$ cat config.mk
export PLATFORM = sky130hd
export DESIGN_NAME = stsi_serial_in
export DESIGN_NICKNAME = d
export VERILOG_FILES = /design/src/stsi_serial_in.v /design/src/stsi_fifo.v
export VERILOG_INCLUDE_DIRS = /design/src /design/src/src
export SDC_FILE = /design/constraint.sdc
export NUM_CORES = 1
export LEC_CHECK = 0
export ABC_AREA = 0
export CAP_MARGIN = 20
export CORE_UTILIZATION = 36
export CTS_CLUSTER_SIZE = 25
export DETAILED_ROUTE_END_ITERATION = 10
export DONT_BUFFER_PORTS = 1
export GPL_TIMING_DRIVEN = 0
export PLACE_DENSITY_LB_ADDON = 0.3
export SLEW_MARGIN = 5
export SYNTH_ARGS = -nofsm -noshare
export SYNTH_HDL_FRONTEND = slang
export SYNTH_SLANG_ARGS = --single-unit
$ cat constraint.sdc
create_clock -name clock -period 5.5 [get_ports clock]
set_input_delay 0.275 -clock clock [delete_from_list [all_inputs] [get_ports clock]]
set_output_delay 0.275 -clock clock [all_outputs]
set_load 0.1 [all_outputs]
$ cat src/stsi_defines.vh
`ifndef STSI_DEFINES_VH
`define STSI_DEFINES_VH
`define STSI_FMT_LJ      2'h0
`define STSI_FMT_I2S     2'h1
`define STSI_FMT_RJ      2'h2
`define STSI_WID_16      2'h0
`define STSI_WID_18      2'h1
`define STSI_WID_20      2'h2
`define STSI_WID_24      2'h3
`define STSI_BITS_16     6'h10
`define STSI_BITS_18     6'h12
`define STSI_BITS_20     6'h14
`define STSI_BITS_24     6'h18
`define STSI_HALF_BITS   6'h20
`define STSI_I2S_DELAY   6'h01
`define STSI_POS_MAX     6'h3f
`define STSI_WORD_W      24
`define STSI_FIFO_DEPTH  16
`endif

$ cat src/stsi_serial_in.v
`timescale 1ns/1ns
`include "stsi_defines.vh"
// Function
// Left, I2S, right framing; 16/18/20/24 bits
// Capture data on rising bit clock
// Right-justified: select high is left
// Right-justified: MSB after 64-width bit clocks; code starts it after 32-width
// I2S default: select low is left
// I2S: MSB one bit clock late
// Left-justified: select high is left
// Left-justified: MSB right after transition
// Extra bits ignored; one word per channel
module stsi_serial_in #(
  parameter WORD_W = `STSI_WORD_W,
  parameter DEPTH  = `STSI_FIFO_DEPTH
) (
  // Clock and reset
  input  wire              clock,
  input  wire              resetn,
  // Configuration
  input  wire [1:0]        format_sel,
  input  wire [1:0]        width_sel,
  // Serial link
  input  wire              bit_clock,
  input  wire              channel_select,
  input  wire              serial_sample_data,
  // Encoder side
  output reg               sample_valid,
  input  wire              sample_ready,
  output reg  [WORD_W-1:0] sample_word,
  output reg               sample_left,
  output reg               overrun
);
  reg [1:0]        bck_sync_reg;
  reg [1:0]        sel_sync_reg;
  reg [1:0]        dat_sync_reg;
  reg              bck_last_reg;
  reg              sel_last_reg;
  reg [1:0]        fmt_reg;
  reg [1:0]        wid_reg;
  reg [5:0]        pos_reg;
  reg [5:0]        got_reg;
  reg [WORD_W-1:0] shift_reg;
  reg              left_reg;
  reg              push_reg;
  reg [WORD_W:0]   push_data_reg;
  reg [5:0]        pos_next;
  reg [5:0]        got_next;
  reg [WORD_W-1:0] shift_next;
  reg              push_next;
  reg [WORD_W:0]   push_data_next;
  wire             bck_rise;
  wire             sel_edge;
  wire             cur_left;
  wire [5:0]       nbits;
  wire [5:0]       first_pos;
  wire [5:0]       pos_now;
  wire             in_word;
  wire [1:0]       eff_fmt;
  wire [1:0]       eff_wid;
  wire [5:0]       got_now;
  wire             side_now;
  wire             word_done;
  wire             fifo_take;
  wire             f_ready;
  wire             f_valid;
  wire [WORD_W:0]  f_data;

  function [5:0] width_bits;
    input [1:0] w;
    begin
      case (w)
        `STSI_WID_16: width_bits = `STSI_BITS_16;
        `STSI_WID_18: width_bits = `STSI_BITS_18;
        `STSI_WID_20: width_bits = `STSI_BITS_20;
        default:      width_bits = `STSI_BITS_24;
      endcase
    end
  endfunction

  // FIFO pointer width; the FIFO wraps correctly only for a power-of-two depth
  function integer addr_bits;
    input integer depth;
    integer       v;
    begin
      addr_bits = 0;
      for (v = depth - 1; v > 0; v = v >> 1)
        addr_bits = addr_bits + 1;
    end
  endfunction

  localparam FIFO_AW = addr_bits(DEPTH);

  assign bck_rise  = bck_sync_reg[1] && !bck_last_reg;
  assign sel_edge  = sel_sync_reg[1] != sel_last_reg;
  // New settings already govern the half frame their select edge opens
  assign eff_fmt   = sel_edge ? format_sel : fmt_reg;
  assign eff_wid   = sel_edge ? width_sel : wid_reg;
  assign nbits     = width_bits(eff_wid);
  // Polarity of the left channel per format
  assign cur_left  = (eff_fmt == `STSI_FMT_I2S) ? !sel_sync_reg[1] : sel_sync_reg[1];
  // Start bit offset within the half frame
  assign first_pos = (eff_fmt == `STSI_FMT_I2S) ? `STSI_I2S_DELAY :
                     (eff_fmt == `STSI_FMT_RJ)  ? (`STSI_HALF_BITS - nbits) :
                     6'h00;
  // A bit edge coinciding with a select change is position zero
  assign pos_now   = sel_edge ? 6'h00 : pos_reg;
  assign got_now   = sel_edge ? 6'h00 : got_reg;
  assign side_now  = sel_edge ? cur_left : left_reg;
  assign in_word   = (pos_now >= first_pos) && (pos_now < first_pos + nbits);
  assign word_done = in_word && (got_now + 6'h01 == nbits);
  assign fifo_take = !sample_valid || sample_ready;

  // Two stages on every link pin; the link runs from its own clock
  always @(posedge clock) begin
    if (!resetn) begin
      bck_sync_reg <= 2'h0;
      sel_sync_reg <= 2'h0;
      dat_sync_reg <= 2'h0;
    end else begin
      bck_sync_reg <= {bck_sync_reg[0], bit_clock};
      sel_sync_reg <= {sel_sync_reg[0], channel_select};
      dat_sync_reg <= {dat_sync_reg[0], serial_sample_data};
    end
  end

  always @(posedge clock) begin
    if (!resetn) begin
      bck_last_reg <= 1'b0;
      sel_last_reg <= 1'b0;
    end else begin
      bck_last_reg <= bck_sync_reg[1];
      if (bck_rise)
        sel_last_reg <= sel_sync_reg[1];
    end
  end

  // Format changes only take effect at a half-frame boundary
  always @(posedge clock) begin
    if (!resetn) begin
      fmt_reg  <= `STSI_FMT_I2S;
      wid_reg  <= `STSI_WID_24;
      left_reg <= 1'b0;
    end else if (bck_rise && sel_edge) begin
      fmt_reg  <= format_sel;
      wid_reg  <= width_sel;
      left_reg <= cur_left;
    end
  end

  always @* begin
    pos_next       = pos_reg;
    got_next       = got_reg;
    shift_next     = shift_reg;
    push_next      = 1'b0;
    push_data_next = push_data_reg;
    if (bck_rise) begin
      // Saturate so an overlong half frame never wraps into a window
      if (pos_now != `STSI_POS_MAX)
        pos_next = pos_now + 6'h01;
      got_next = got_now;
      if (in_word) begin
        shift_next = {shift_reg[WORD_W-2:0], dat_sync_reg[1]};
        got_next   = got_now + 6'h01;
        if (word_done) begin
          push_next      = 1'b1;
          // Left-align the word so its MSB sits at the top bit
          push_data_next = {side_now, shift_next << (WORD_W[5:0] - nbits)};
        end
      end
    end
  end

  always @(posedge clock) begin
    if (!resetn) begin
      pos_reg       <= 6'h00;
      got_reg       <= 6'h00;
      shift_reg     <= {WORD_W{1'b0}};
      push_reg      <= 1'b0;
      push_data_reg <= {(WORD_W+1){1'b0}};
    end else begin
      pos_reg       <= pos_next;
      got_reg       <= got_next;
      shift_reg     <= shift_next;
      push_reg      <= push_next;
      push_data_reg <= push_data_next;
    end
  end

  // A word offered to a full FIFO is lost; flag it for one cycle
  always @(posedge clock) begin
    if (!resetn)
      overrun <= 1'b0;
    else
      overrun <= push_reg && !f_ready;
  end

  // Encoder stalls back up into the FIFO; a full FIFO drops the word and flags it
  stsi_fifo #(
    .WIDTH (WORD_W+1),
    .DEPTH (DEPTH),
    .AW    (FIFO_AW)
  ) u_fifo (
    .clock     (clock),
    .resetn    (resetn),
    .in_valid  (push_reg),
    .in_ready  (f_ready),
    .in_data   (push_data_reg),
    .out_valid (f_valid),
    .out_ready (fifo_take),
    .out_data  (f_data)
  );

  always @(posedge clock) begin
    if (!resetn) begin
      sample_valid <= 1'b0;
      sample_word  <= {WORD_W{1'b0}};
      sample_left  <= 1'b0;
    end else if (fifo_take) begin
      sample_valid <= f_valid;
      if (f_valid) begin
        sample_word <= f_data[WORD_W-1:0];
        sample_left <= f_data[WORD_W];
      end
    end
  end
endmodule // stsi_serial_in

$ cat src/stsi_fifo.v
`timescale 1ns/1ns
module stsi_fifo #(
  parameter WIDTH = 25,
  parameter DEPTH = 16,
  parameter AW    = 4
) (
  // Clock and reset
  input  wire             clock,
  input  wire             resetn,
  // Fill side
  input  wire             in_valid,
  output wire             in_ready,
  input  wire [WIDTH-1:0] in_data,
  // Drain side
  output wire             out_valid,
  input  wire             out_ready,
  output wire [WIDTH-1:0] out_data
);
  reg [WIDTH-1:0] mem [0:DEPTH-1];
  reg [AW:0]      wr_ptr_reg;
  reg [AW:0]      rd_ptr_reg;
  wire            empty;
  wire            full;
  assign empty     = (wr_ptr_reg == rd_ptr_reg);
  assign full      = (wr_ptr_reg[AW-1:0] == rd_ptr_reg[AW-1:0]) && (wr_ptr_reg[AW] != rd_ptr_reg[AW]);
  assign in_ready  = !full;
  assign out_valid = !empty;
  assign out_data  = mem[rd_ptr_reg[AW-1:0]];
  always @(posedge clock) begin
    if (in_valid && !full)
      mem[wr_ptr_reg[AW-1:0]] <= in_data;
  end
  always @(posedge clock) begin
    if (!resetn) begin
      wr_ptr_reg <= {(AW+1){1'b0}};
      rd_ptr_reg <= {(AW+1){1'b0}};
    end else begin
      if (in_valid && !full)
        wr_ptr_reg <= wr_ptr_reg + 1'b1;
      if (out_ready && !empty)
        rd_ptr_reg <= rd_ptr_reg + 1'b1;
    end
  end
endmodule // stsi_fifo

; Word-level counts from Yosys, hierarchy flattened
; Memories as Yosys holds them, arrays and structs flattened. A register that Yosys moved wholly into a read port is not among the register bits.
; Index checks and enable logic that the tools add are counted.
[word_totals]
ram_bits = 400
ff_bits = 86
mem_count = 1
wordCells = 73
[op_classes]
muxes = 13
n_reduce_logical = 21
addsub = 7
order_cmp = 2
eq_ne = 10
n_shift = 1
bitwise_logic = 1
[memory_table]
columns = memory, words, word_bits, rd, rd_ports_with_merged_regs, wr, line
row1 = u_fifo.mem, 16, 25, 1, 1, 1, stsi_fifo.v:19  ; reg [WIDTH-1:0] mem [0:DEPTH-1];
[op_table]
columns = cell, n
row1 = 6-bit 2-to-1 mux, 5
row2 = 24-bit by 6-bit << shifter with 24-bit output, 1
row3 = 6-bit by 1-bit adder with 6-bit output (second input constant), 2
row4 = 4-bit case mux with 3 select lines, 1
row5 = 5-bit by 1-bit adder with 5-bit output (second input constant), 2
row6 = 1-bit logical AND, 8
row7 = 6-bit adder, 1
row8 = 6-bit equality test, 1
row9 = 6-bit >= comparator, 1
row10 = 1-bit logical NOT, 6
row11 = 6-bit < comparator, 1
row12 = 6-bit inequality test (second input constant), 1
row13 = 2-bit AND reduction, 3
row14 = 3-bit AND reduction, 2
row15 = 5-bit by 6-bit subtractor with 6-bit output (first input constant), 1
row16 = 6-bit subtractor (first input constant), 1
row17 = 5-bit equality test, 1
row18 = 1-bit 2-to-1 mux, 5
row19 = 2-bit by 1-bit equality test with 1-bit output (second input constant), 2
row20 = 2-bit equality test (second input constant), 2
row21 = 4-bit equality test, 1
row22 = 2-bit 2-to-1 mux, 2
row23 = 2-bit logical NOT, 1
row24 = 1-bit inequality test, 2
row25 = other kinds (2), 2

; Depth between registers and ports, before layout
; Gate-level depths: netlist of the first run.
[logic_depth]
ltp_word = 12
ltp_mapped = 24
ltp_nobuf = 17

; Cells and area by module
; A second synthesis of the first run with hierarchy kept.
[hier_totals]
hier_cells = 1281
area_unflattened_um2 = 21197.8
[by_module_without_submodules]
columns = module, cells_each, seq_area_each_um2, area_each_um2, instances
row1 = stsi_fifo, 660, 12291.8, 15926.5, 1
row2 = stsi_serial_in, 621, 2021.9, 5271.3, 1

; Worst setup path before layout of the first run
; No wires, ideal clock.
[synth_timing]
path_kind = flip-flop to flip-flop
from = register sel_sync_reg[1]
to = register push_data_reg[4]
path_stages_with_launch = 24
path_slack_ns = 0.984
t_arrival_ns = 4.396
required_ns = 5.379
setup_ns = 0.121
n_path_buf = 6
cell_sequence = dfxtp_1 > buf_4 > xor2_1 > clkbuf_1 > nand2_1 > and2_1 > inv_1 > ha_1 > clkbuf_1 > buf_2 > nand2_1 > inv_1 > ha_1 > inv_1 > fa_1 > inv_1 > a221oi_1 > ha_1 > a211oi_1 > and4b_1 > buf_2 > and4_4 > buf_6 > mux2_2
[synth_between]
elab_chain_cells = 12
elab_cells_between_ends = 24
cone_classes = add/sub (4) / order compare (2) / eq/ne (6) / shift (1) / mux (7) / reduce/logical (4)
[synth_rtl]
columns = item, line
row1 = "start, declared", stsi_serial_in.v:35  ; reg [1:0] sel_sync_reg;
row2 = "start signal, assigned", stsi_serial_in.v:122  ; sel_sync_reg <= {sel_sync_reg[0], channel_select};
row3 = 1-bit inequality test (*), stsi_serial_in.v:95  ; assign sel_edge = sel_sync_reg[1] != sel_last_reg;
row4 = 2-bit 2-to-1 mux, stsi_serial_in.v:98  ; assign eff_wid = sel_edge ? width_sel : wid_reg;
row5 = 2-bit equality test (tied with other cells), stsi_serial_in.v:72  ; case (w)
row6 = 4-bit case mux with 3 select lines, stsi_serial_in.v:72
row7 = 6-bit subtractor (no line), --
row8 = 6-bit 2-to-1 mux, stsi_serial_in.v:104  ; (eff_fmt == `STSI_FMT_RJ) ? (`STSI_HALF_BITS - nbits) :
row9 = 6-bit 2-to-1 mux, stsi_serial_in.v:103  ; assign first_pos = (eff_fmt == `STSI_FMT_I2S) ? `STSI_I2S_DELAY :
row10 = 6-bit adder, stsi_serial_in.v:110  ; assign in_word = (pos_now >= first_pos) && (pos_now < first_pos + nbits);
row11 = 6-bit < comparator, stsi_serial_in.v:110
row12 = 1-bit logical AND, stsi_serial_in.v:110
row13 = 1-bit logical AND, stsi_serial_in.v:111  ; assign word_done = in_word && (got_now + 6'h01 == nbits);
row14 = 3-bit AND reduction (no line), --
row15 = "end signal, assigned", stsi_serial_in.v:180  ; push_data_reg <= {(WORD_W+1){1'b0}};
row16 = "end signal, assigned", stsi_serial_in.v:186  ; push_data_reg <= push_data_next;
row17 = "end, declared", stsi_serial_in.v:46  ; reg [WORD_W:0] push_data_reg;
; Every way passes the cells marked *; elsewhere a longest branch is shown, timed or not.
; A chain may end at the register's enable or synchronous reset.

; Worst setup path after layout of the first run
[layout_timing]
from = register sel_sync_reg[1]
to = register push_data_reg[11]
; The elaborated chain is that of the path after synthesis.

==> results.py, run 1 <==
metrics = {
    "pwr": {
        "totalPowerFinal_uw": 9170,
        "p_int_uw": 6600,
        "ir_drop_uv": 215,
        "swShare": 0.281,
        "clkPwrFrac": 0.384,
        "p_seq_frac": 0.515,
        "power_switching_uw": 2570,
        "p_leak_uw": 0.00844,
        "combPwrFrac": 0.100,
        "p_per_area_nw_per_um2": 383,
    },
    "yosys": {
        "synth_commonest_cells": "400 x edfxtp_1, 149 x nand2_1, 125 x mux4_2",
        "ys_ff_latch": 511,
        "ys_seq_area_frac": 0.688,
        "async_flop_share": 0,
        "synth_top_area_share": 0.580,
        "synth_nets": 1284,
        "syn_area_sq_um": 20700,
        "syn_area_per_cell_sq_um": 16.6,
        "ys.warnings.count": 0,
        "synth_edf_count": 400,
        "syn-instance-count": 1246,
        "yosysMostFrequentCell": "edfxtp_1",
        "yosysTopAreaCell": "edfxtp_1",
        "synthDistinctLibCells": 50,
        "synth_area_leaders": "edfxtp_1 58%, mux4_2 14%, dfxtp_1 11%, mux2i_1 3.0%, nand2_1 2.7%",
        "ys.flop_type": "edfxtp_1",
    },
    "floorplanning": {
        "pin_count": 37,
        "die_x_um": 242,
        "dieHeight_um": 242,
        "placeableCoreArea_sq_um": 56600,
        "row_count": 87,
        "start_util": 0.366,
        "dieArea_sq_um": 58400,
    },
    "timing": {
        "slew_headroom": 0.213,
        "holdWs_ns": 0.0648,
        "min_period_ns": 4.97,
        "max_clock_freq_mhz": 201,
        "tightest_slew_ns": 1.18,
        "setup_viol": 0,
        "fin_setup_tns_ns": 0,
        "grt_setup_unrepaired": "false",
        "drv_slew": 0,
        "hold_viol": 0,
        "period_share": 0.903,
        "finClkSkew_ns": 0.0208,
    },
    "routing": {
        "drtAntennaViolNets": 0,
        "via_per_inst": 5.17,
        "wl_um": 48100,
        "routedWlPerCell_um": 22.6,
        "firstDrtPassIters": 5,
        "remaining_drc_errors": 0,
        "drt-initial-drc-count": 1042,
        "vias": 11000,
    },
    "outcome": {
        "status": "finished clean",
    },
    "setup_path": {
        "worstSetupPathType": "reg2reg",
        "ff2ff_path_depth": 24,
        "arrival_ns": 5.48,
        "start_kind": "register",
        "worstPathMaxFanout": 10,
        "setup.worst_path.end_class": "register",
        "worstPathRequired_ns": 6.01,
    },
    "clocking": {
        "postCtsSetupBuffers": 0,
        "clk_pin_slew_worst_paths_ns": 0.06,
        "cts_tree": "built",
        "numCtsBuffers": 51,
        "clock-root-buffer": "clkbuf_16",
        "cts_buffer_depth": 3,
        "clock_latency_ns": 0.60,
        "cts_sinks": 511,
        "h-tree-depth": 2,
    },
    "global_route": {
        "grt_pass1_wl_um": 72400,
        "globalRouteOverflowTotal": 0,
        "grt_max_degree": 20,
        "grt_pass1_vias": 11300,
        "grt_antenna_before_repair": 0,
        "grt_usage": 0.167,
    },
    "finish": {
        "drive_above_1_share": 0.216,
        "final_cell_area_sq_um": 23900,
        "multi_input_area_sq_um": 6170,
        "area_growth_pct": 15.6,
        "largest_register_ffs": 400,
        "nNetsFinal": 1368,
        "regArea_sq_um": 14200,
        "diodes": 0,
        "fillers": 5063,
    },
    "job": {
        "maxCapViolations": 0,
    },
    "place": {
        "place_congestion": 0.842,
        "port_buffers": 0,
        "dp_hpwl_um": 31700,
        "dpl_cell_area_sq_um": 22100,
    },
    "worst_hold_path": {
        "hp-class": "in2reg",
        "hold_path_depth": 3,
    },
}
==> metal layers <==
layer | routed length (um) | part of all wire | GRT usage | up-vias
li1 | - | - | - | 4968
met1 | 21000 | 0.44 | 0.230 | 5670
met2 | 23000 | 0.48 | 0.270 | 302
met3 | 3100 | 0.064 | 0.0346 | 63
met4 | 857 | 0.018 | 0.0404 | 0
met5 | 0 | 0 | 0 | -
==> kinds of logic (layout without fill, tap and decap cells) <==
group	count (synthesis)	after routing	synth area share
buf+inv	87	212	0.0194
mux	202	202	0.174
simple gates	294	294	0.0623
xor+xnor	25	25	0.0115
compound gates	99	99	0.0275
flops	511	511	0.688
fa+ha+maj	28	28	0.0173
==> area by class of cell <==
class                      instances  area share
buffer                            72      0.0146
clock buffer                      69      0.0587
clock inverter                    25      0.0124
inverter                          14     0.00220
multi-input combinational        648       0.258
sequential                       511       0.595
tap                              756      0.0395
timing repair buffer              32      0.0195
==> power groups by stage <==
stage | sequential [uW] | combinational [uW] | clock, uW
2_1_floorplan | 4780 | 655 | 0
3_3_place_gp | 4810 | 925 | 0
3_5_place_dp | 4810 | 936 | 0
4_1_cts | 4730 | 943 | 3600
5_1_grt | 4740 | 998 | 3750
6_report | 4730 | 921 | 3520
==> final timing paths <==
kind	from	endpoint	slack, ns
max	sel_sync_reg[1]	push_data_reg[11]	0.53
min	sample_ready	sample_valid	0.06
max reg2reg	sel_sync_reg[1]	push_data_reg[11]	0.53
min reg2reg	sel_sync_reg[0]	sel_sync_reg[1]	0.44
==> critical path, stage by stage, from the launching register on <==
cell	delay [ns]
dfxtp_1	0.31
buf_4	0.18
xor2_1	0.21
clkbuf_2	0.28
nand2_1	0.07
and2_1	0.20
inv_1	0.11
ha_1	0.21
clkbuf_2	0.25
clkbuf_4	0.30
nand2_1	0.13
inv_1	0.08
ha_1	0.16
inv_1	0.06
fa_1	0.45
inv_1	0.08
a221oi_1	0.08
ha_1	0.35
a211oi_1	0.24
and4b_1	0.22
buf_2	0.16
and4_4	0.23
buf_6	0.16
buf_8	0.17
mux2i_1	0.21
==> repair_timing <==
| action | CTS | global route |
|---|---|---|
| resized for setup | 0 | 5 |
| endpoints found under the setup margin | 0 | 55 |
| hold endpoints to repair | 9 | 0 |
| hold buffers | 8 | 0 |
==> cells in the final DEF (no fill, tap or decap), types with 15 or more instances in the layout <==
| cell | n |
|---|---|
| a21oi_1 | 46 |
| nand3_1 | 15 |
| o21ai_0 | 25 |
| xor2_1 | 15 |
| mux2_2 | 15 |
| clkbuf_1 | 47 |
| clkbuf_16 | 51 |
| nand2_1 | 149 |
| edfxtp_1 | 400 |
| dfxtp_1 | 111 |
| mux4_2 | 125 |
| ha_1 | 27 |
| and2_1 | 19 |
| mux2i_1 | 62 |
| nor2_1 | 57 |
| buf_2 | 23 |
==> through the flow <==
| stage | std cells | util | setup slack (ns) |
|---|---|---|---|
| final | 2127 | 0.423 | 0.534 |
| after CTS | 2128 | 0.423 | 0.0636 |
| after floorplan | 1246 | - | 0.984 |
| after global placement | 2002 | 0.382 | -0.759 |
| after detailed placement | 2026 | 0.391 | 0.0849 |
| after global routing | 2127 | 0.423 | 0.0761 |
No activity file was read; power rests on OpenSTA's default activity.
==> run 2: changes to the inputs <==
--- a/config.mk
+++ b/config.mk
@@ -14,4 +14,4 @@
 export DONT_BUFFER_PORTS = 1
-export GPL_TIMING_DRIVEN = 0
 export PLACE_DENSITY_LB_ADDON = 0.3
+export REMOVE_ABC_BUFFERS = 1
 export SLEW_MARGIN = 5
--- a/constraint.sdc
+++ b/constraint.sdc
@@ -3,2 +3,2 @@
 set_output_delay 0.275 -clock clock [all_outputs]
-set_load 0.1 [all_outputs]
+set_load 0.02 [all_outputs]
==> run 2 against run 1 <==
Net effect:
- combinational power shrank 12%
- count of clock-buffer cells in the layout grew 8
- cell count shrank 2.8%
- register-to-register slack gained 0.36 ns
- wire length shrank 2.1%
- via count shrank 2.5%
- final area shrank 1.7%
- critical endpoint is now push_data_reg[4]
- largest power group unchanged
==> results.py, run 2 (synthesis results as in run 1) <==
metrics = {
    "worst_hold_path": {
        "hold_path_depth": 2,
        "hp-class": "in2reg",
        "hold_start": "resetn",
        "hold-path-endpoint": "got_reg[5]",
    },
    "clocking": {
        "clk_pin_slew_worst_paths_ns": 0.06,
        "post_cts_resized": 0,
        "postCtsSetupBuffers": 0,
        "h-tree-depth": 2,
        "cts_tree": "built",
        "numCtsBuffers": 53,
        "cts_hold_buf": 11,
        "cts_sinks": 511,
        "clock-root-buffer": "clkbuf_16",
        "cts_buffer_depth": 3,
        "clock_latency_ns": 0.60,
    },
    "routing": {
        "routedWlPerCell_um": 22.8,
        "via_per_inst": 5.19,
        "wl_um": 47000,
        "remaining_drc_errors": 0,
        "drtAntennaViolNets": 0,
        "firstDrtPassIters": 5,
        "vias": 10700,
        "drt-initial-drc-count": 848,
    },
    "global_route": {
        "grt_antenna_before_repair": 0,
        "grt_usage": 0.164,
        "globalRouteOverflowTotal": 0,
        "grt_max_degree": 57,
        "grt_pass1_wl_um": 71600,
        "grt_pass1_vias": 11200,
    },
    "place": {
        "place_congestion": 0.801,
        "port_buffers": 0,
        "dp_hpwl_um": 26200,
        "dpl_cell_area_sq_um": 21600,
    },
    "job": {
        "maxCapViolations": 0,
    },
    "setup_path": {
        "start_kind": "register",
        "ff2ff_setup_slack_ns": 0.90,
        "ff2ff_path_depth": 17,
        "worstPathRequired_ns": 5.98,
        "arrival_ns": 5.08,
        "worstSetupPathType": "reg2reg",
        "r2r_start": "sel_sync_reg[1]",
        "worstPathMaxFanout": 26,
        "rr_endpoint": "push_data_reg[4]",
        "setup.worst_path.end_class": "register",
    },
    "pwr": {
        "combPwrFrac": 0.093,
        "p_leak_uw": 0.00823,
        "p_seq_frac": 0.497,
        "ir_drop_uv": 247,
        "p_int_uw": 6580,
        "power_switching_uw": 2130,
        "totalPowerFinal_uw": 8710,
        "swShare": 0.244,
        "p_per_area_nw_per_um2": 370,
        "clkPwrFrac": 0.410,
    },
    "timing": {
        "hold_viol": 0,
        "period_share": 0.837,
        "fin_setup_tns_ns": 0,
        "setup_viol": 0,
        "tightest_slew_ns": 1.07,
        "min_period_ns": 4.60,
        "finClkSkew_ns": 0.0176,
        "grt_setup_unrepaired": "false",
        "max_clock_freq_mhz": 217,
        "drv_slew": 0,
        "slew_headroom": 0.286,
    },
    "finish": {
        "final_cell_area_sq_um": 23500,
        "utilization": 0.415,
        "drive_above_1_share": 0.214,
        "final_common_cell": "edfxtp_1",
        "fillers": 5076,
        "regArea_sq_um": 14200,
        "final_cell_mix": "400 x edfxtp_1, 149 x nand2_1, 125 x mux4_2, 107 x dfxtp_1, 62 x mux2i_1",
        "area_growth_pct": 13.6,
        "nNetsFinal": 1305,
        "largest_register_ffs": 400,
        "diodes": 0,
        "multi_input_area_sq_um": 6180,
    },
    "floorplanning": {
        "placeableCoreArea_sq_um": 56600,
        "pin_count": 37,
        "start_util": 0.366,
        "dieHeight_um": 242,
        "die_x_um": 242,
        "row_count": 87,
        "dieArea_sq_um": 58400,
    },
    "outcome": {
        "status": "finished clean",
    },
}
run 2: cell count changes in the layout (fill, tap and decap cells not counted), moves of 6 or more:
cell	before	now
clkbuf_1	47	14
buf_6	7	0
clkbuf_16	51	57
buf_12	7	1
buf_4	9	28
buf_2	23	0
run 2: worst max-delay path by stage:
| stage | start | to | cells after the start |
|---|---|---|---|
| final | sel_sync_reg[1] | push_data_reg[4] | 17 |
| after global routing | sel_sync_reg[1] | push_data_reg[4] | 17 |
| after CTS | sel_sync_reg[1] | push_data_reg[4] | 17 |
| after detailed placement | sel_sync_reg[1] | push_data_reg[4] | 17 |
| after global placement | sel_sync_reg[1] | push_data_reg[4] | 17 |
| after floorplan | u_fifo.rd_ptr_reg[0] | u_fifo.mem[3][0] | 5 |
run 2: final cells by class:
type	instances	share of cell area
clock buffers	77	0.0664
clock inverters	22	0.00804
inverters	14	0.00224
multi-input cells	648	0.263
flip-flops and latches	511	0.606
well taps	756	0.0402
repair buffers	39	0.0141
run 2: worst max-delay path: stages (launching register included):
cell	delay [ns]
dfxtp_1	0.56
xor2_1	0.18
buf_4	0.19
nand2_1	0.07
and2_1	0.19
inv_1	0.12
ha_1	0.17
buf_4	0.35
ha_1	0.24
inv_1	0.06
fa_1	0.45
inv_1	0.07
a221oi_1	0.08
ha_1	0.35
a211oi_1	0.24
and4b_1	0.24
and4_4	0.53
mux2_2	0.39
run 2: power by group through the flow:
stage | Clock (uW) | Sequential (uW) | Combinational, uW
2_1_floorplan | 0 | 4560 | 455
3_3_place_gp | 0 | 4420 | 825
3_5_place_dp | 0 | 4410 | 828
4_1_cts | 3660 | 4330 | 841
5_1_grt | 3810 | 4340 | 901
6_report | 3570 | 4330 | 806
run 2: stage by stage:
stage	setup WS, ns	hold slack [ns]	cells
finish	0.895	0.0375	2067
floorplan	-1.60	0.347	1173
CTS	0.862	0.00837	2067
detailed placement	0.874	0.374	1957
global placement	0.998	0.362	1957
global route	0.520	0.0237	2067
run 2: metal layers:
metal	global-route usage	wire length [um]	part of all wire	vias up
met5	0	0	0	-
met4	0.0434	959	0.020	0
met3	0.0302	2520	0.054	67
met2	0.270	22800	0.49	253
met1	0.222	20700	0.44	5577
li1	-	-	-	4830
==> run 3: changes to the inputs <==
Clock period 5.5 ns to 4 ns, I/O delays scaled along.
==> run 3 against run 2 <==
Net effect:
- clock power up 28%
- total power up 33%
- via count about the same
- count of clock-buffer cells in the layout shrank 5
- non-clock buffer count up 18
- clock skew grew 0.019 ns
- sequential cell count did not move
- register-to-register slack got worse by 0.71 ns
- final area up 0.67%
- combinational power increased by 36%
- hold slack improved by 0.010 ns
- critical path type unchanged
==> results.py, run 3 (synthesis results as in run 1) <==
metrics = {
    "outcome": {
        "status": "finished clean",
    },
    "setup_path": {
        "worstPathRequired_ns": 4.46,
        "r2r_start": "sel_sync_reg[1]",
        "arrival_ns": 4.27,
        "slowest_delay_ns": 0.45,
        "cp_top_family": "simple AND/OR/NAND/NOR gates",
        "worstPathMaxFanout": 17,
        "path_buf_inv": 5,
        "cp_slowest_cell": "fa_1",
        "worstSetupPathType": "reg2reg",
        "setup.worst_path.end_class": "register",
        "ff2ff_setup_slack_ns": 0.19,
        "critPathMostFrequentCell": "inv_1",
        "rr_endpoint": "push_data_reg[4]",
        "ff2ff_path_depth": 17,
        "crit_chain": "buf_4, xnor2_4, buf_4, nand3b_1, nand2_1, nand2_1, inv_1, ha_1, inv_1, fa_1, inv_1, a221oi_2, ha_1, a211oi_2, and4b_2, and4_4, mux2_2",
        "start_kind": "register",
    },
    "worst_hold_path": {
        "hold_start": "sample_ready",
        "hold-path-endpoint": "sample_valid",
        "hold_path_depth": 3,
        "hp-class": "in2reg",
    },
    "place": {
        "port_buffers": 0,
        "dp_hpwl_um": 26800,
        "dpl_cell_area_sq_um": 21800,
        "place_congestion": 0.829,
        "placed_cells": 1967,
    },
    "clocking": {
        "numCtsBuffers": 52,
        "clock-root-buffer": "clkbuf_16",
        "cts_sinks": 511,
        "cts_buffer_depth": 3,
        "clock_latency_ns": 0.61,
        "clk_pin_slew_worst_paths_ns": 0.06,
        "h-tree-depth": 2,
        "cts_tree": "built",
    },
    "timing": {
        "finClkSkew_ns": 0.0370,
        "min_period_ns": 3.81,
        "slew_headroom": 0.263,
        "period_share": 0.953,
        "holdWs_ns": 0.0477,
        "tightest_slew_ns": 1.11,
        "hold_viol": 0,
        "setup_viol": 0,
        "grt_setup_unrepaired": "false",
        "drv_slew": 0,
        "max_clock_freq_mhz": 262,
        "fin_setup_tns_ns": 0,
    },
    "finish": {
        "final_cell_area_sq_um": 23700,
        "nNetsFinal": 1322,
        "regArea_sq_um": 14200,
        "final_cell_mix": "400 x edfxtp_1, 149 x nand2_1, 125 x mux4_2, 105 x dfxtp_1, 61 x mux2i_1",
        "fillers": 5054,
        "drive_above_1_share": 0.224,
        "fin_cells": 2082,
        "diodes": 0,
        "area_growth_pct": 14.3,
        "multi_input_area_sq_um": 6210,
        "largest_register_ffs": 400,
        "final_common_cell": "edfxtp_1",
    },
    "routing": {
        "routedWlPerCell_um": 22.5,
        "remaining_drc_errors": 0,
        "vias": 10700,
        "drt-initial-drc-count": 729,
        "drtAntennaViolNets": 0,
        "firstDrtPassIters": 5,
        "wl_um": 46800,
        "via_per_inst": 5.15,
    },
    "floorplanning": {
        "die_x_um": 242,
        "placeableCoreArea_sq_um": 56600,
        "pin_count": 37,
        "row_count": 87,
        "dieArea_sq_um": 58400,
        "dieHeight_um": 242,
        "start_util": 0.366,
    },
    "job": {
        "maxCapViolations": 0,
    },
    "global_route": {
        "grt_antenna_before_repair": 0,
        "grt_pass1_vias": 11100,
        "grt_usage": 0.161,
        "grt_pass1_wl_um": 70800,
        "globalRouteOverflowTotal": 0,
        "grt_max_degree": 71,
    },
    "pwr": {
        "clkPwrFrac": 0.392,
        "p_per_area_nw_per_um2": 491,
        "swShare": 0.250,
        "combPwrFrac": 0.095,
        "p_seq_frac": 0.513,
        "power_switching_uw": 2900,
        "totalPowerFinal_uw": 11600,
        "p_int_uw": 8720,
        "p_leak_uw": 0.00844,
        "ir_drop_uv": 307,
    },
}
[run 3: power groups by stage]
stage	logic (uW)	clock network, uW	registers, uW
5_1_grt	1220	4880	5970
2_1_floorplan	594	0	6260
4_1_cts	1140	4690	5960
6_report	1100	4560	5960
3_5_place_dp	1120	0	6080
3_3_place_gp	1110	0	6080
[run 3: cell type report]
cell class                 instances  area share
clock buffer                      72      0.0594
clock inverter                    24     0.00788
inverter                          14     0.00222
multi-input combinational        648       0.262
sequential                       511       0.602
tap                              756      0.0400
timing repair buffer              57      0.0259
[run 3: worst max path at each step]
stage | end | startpoint | depth (start not counted) | slack (ns)
final | push_data_reg[4] | sel_sync_reg[1] | 17 | 0.19
after global routing | push_data_reg[4] | sel_sync_reg[1] | 18 | 0.01
after CTS | push_data_reg[6] | sel_last_reg | 18 | 0.02
after detailed placement | push_data_reg[6] | sel_last_reg | 18 | 0.02
after global placement | push_data_reg[4] | sel_last_reg | 17 | 0.17
after floorplan | u_fifo.mem[3][0] | u_fifo.rd_ptr_reg[0] | 5 | -3.10
[run 3: worst reg2reg max path, delay by kind of cell (launching register included)]
| kind | cells | cell delay (ns) |
|---|---|---|
| and+or+nand+nor | 5 | 1.01 |
| adders and majority gates | 3 | 0.96 |
| buffers and inverters | 5 | 0.61 |
| muxes | 1 | 0.36 |
| DFF | 1 | 0.34 |
| AOI/OAI and AO/OA | 2 | 0.30 |
| xor gates and xnor gates | 1 | 0.14 |
[run 3: metal layers]
| metal | global-route usage | vias to the layer above | wire length (um) |
|---|---|---|---|
| li1 | - | 4866 | - |
| met3 | 0.0243 | 66 | 1930 |
| met5 | 0 | - | 0 |
| met2 | 0.273 | 238 | 23200 |
| met4 | 0.0454 | 0 | 1080 |
| met1 | 0.216 | 5549 | 20500 |
[run 3: repair_timing]
item,4_1_cts,5_1_grt
resized for setup,0,10
buffers inserted,0,4
setup endpoints to repair,0,55
hold endpoints to repair,56,0
hold buffers,13,0
[run 3: per-stage QoR]
stage | util | setup WS (ns)
4_1_cts | 0.416 | 0.0151
3_5_place_dp | 0.385 | 0.0250
6_report | 0.418 | 0.187
3_3_place_gp | 0.385 | 0.167
5_1_grt | 0.418 | 0.00978
2_1_floorplan | - | -3.10
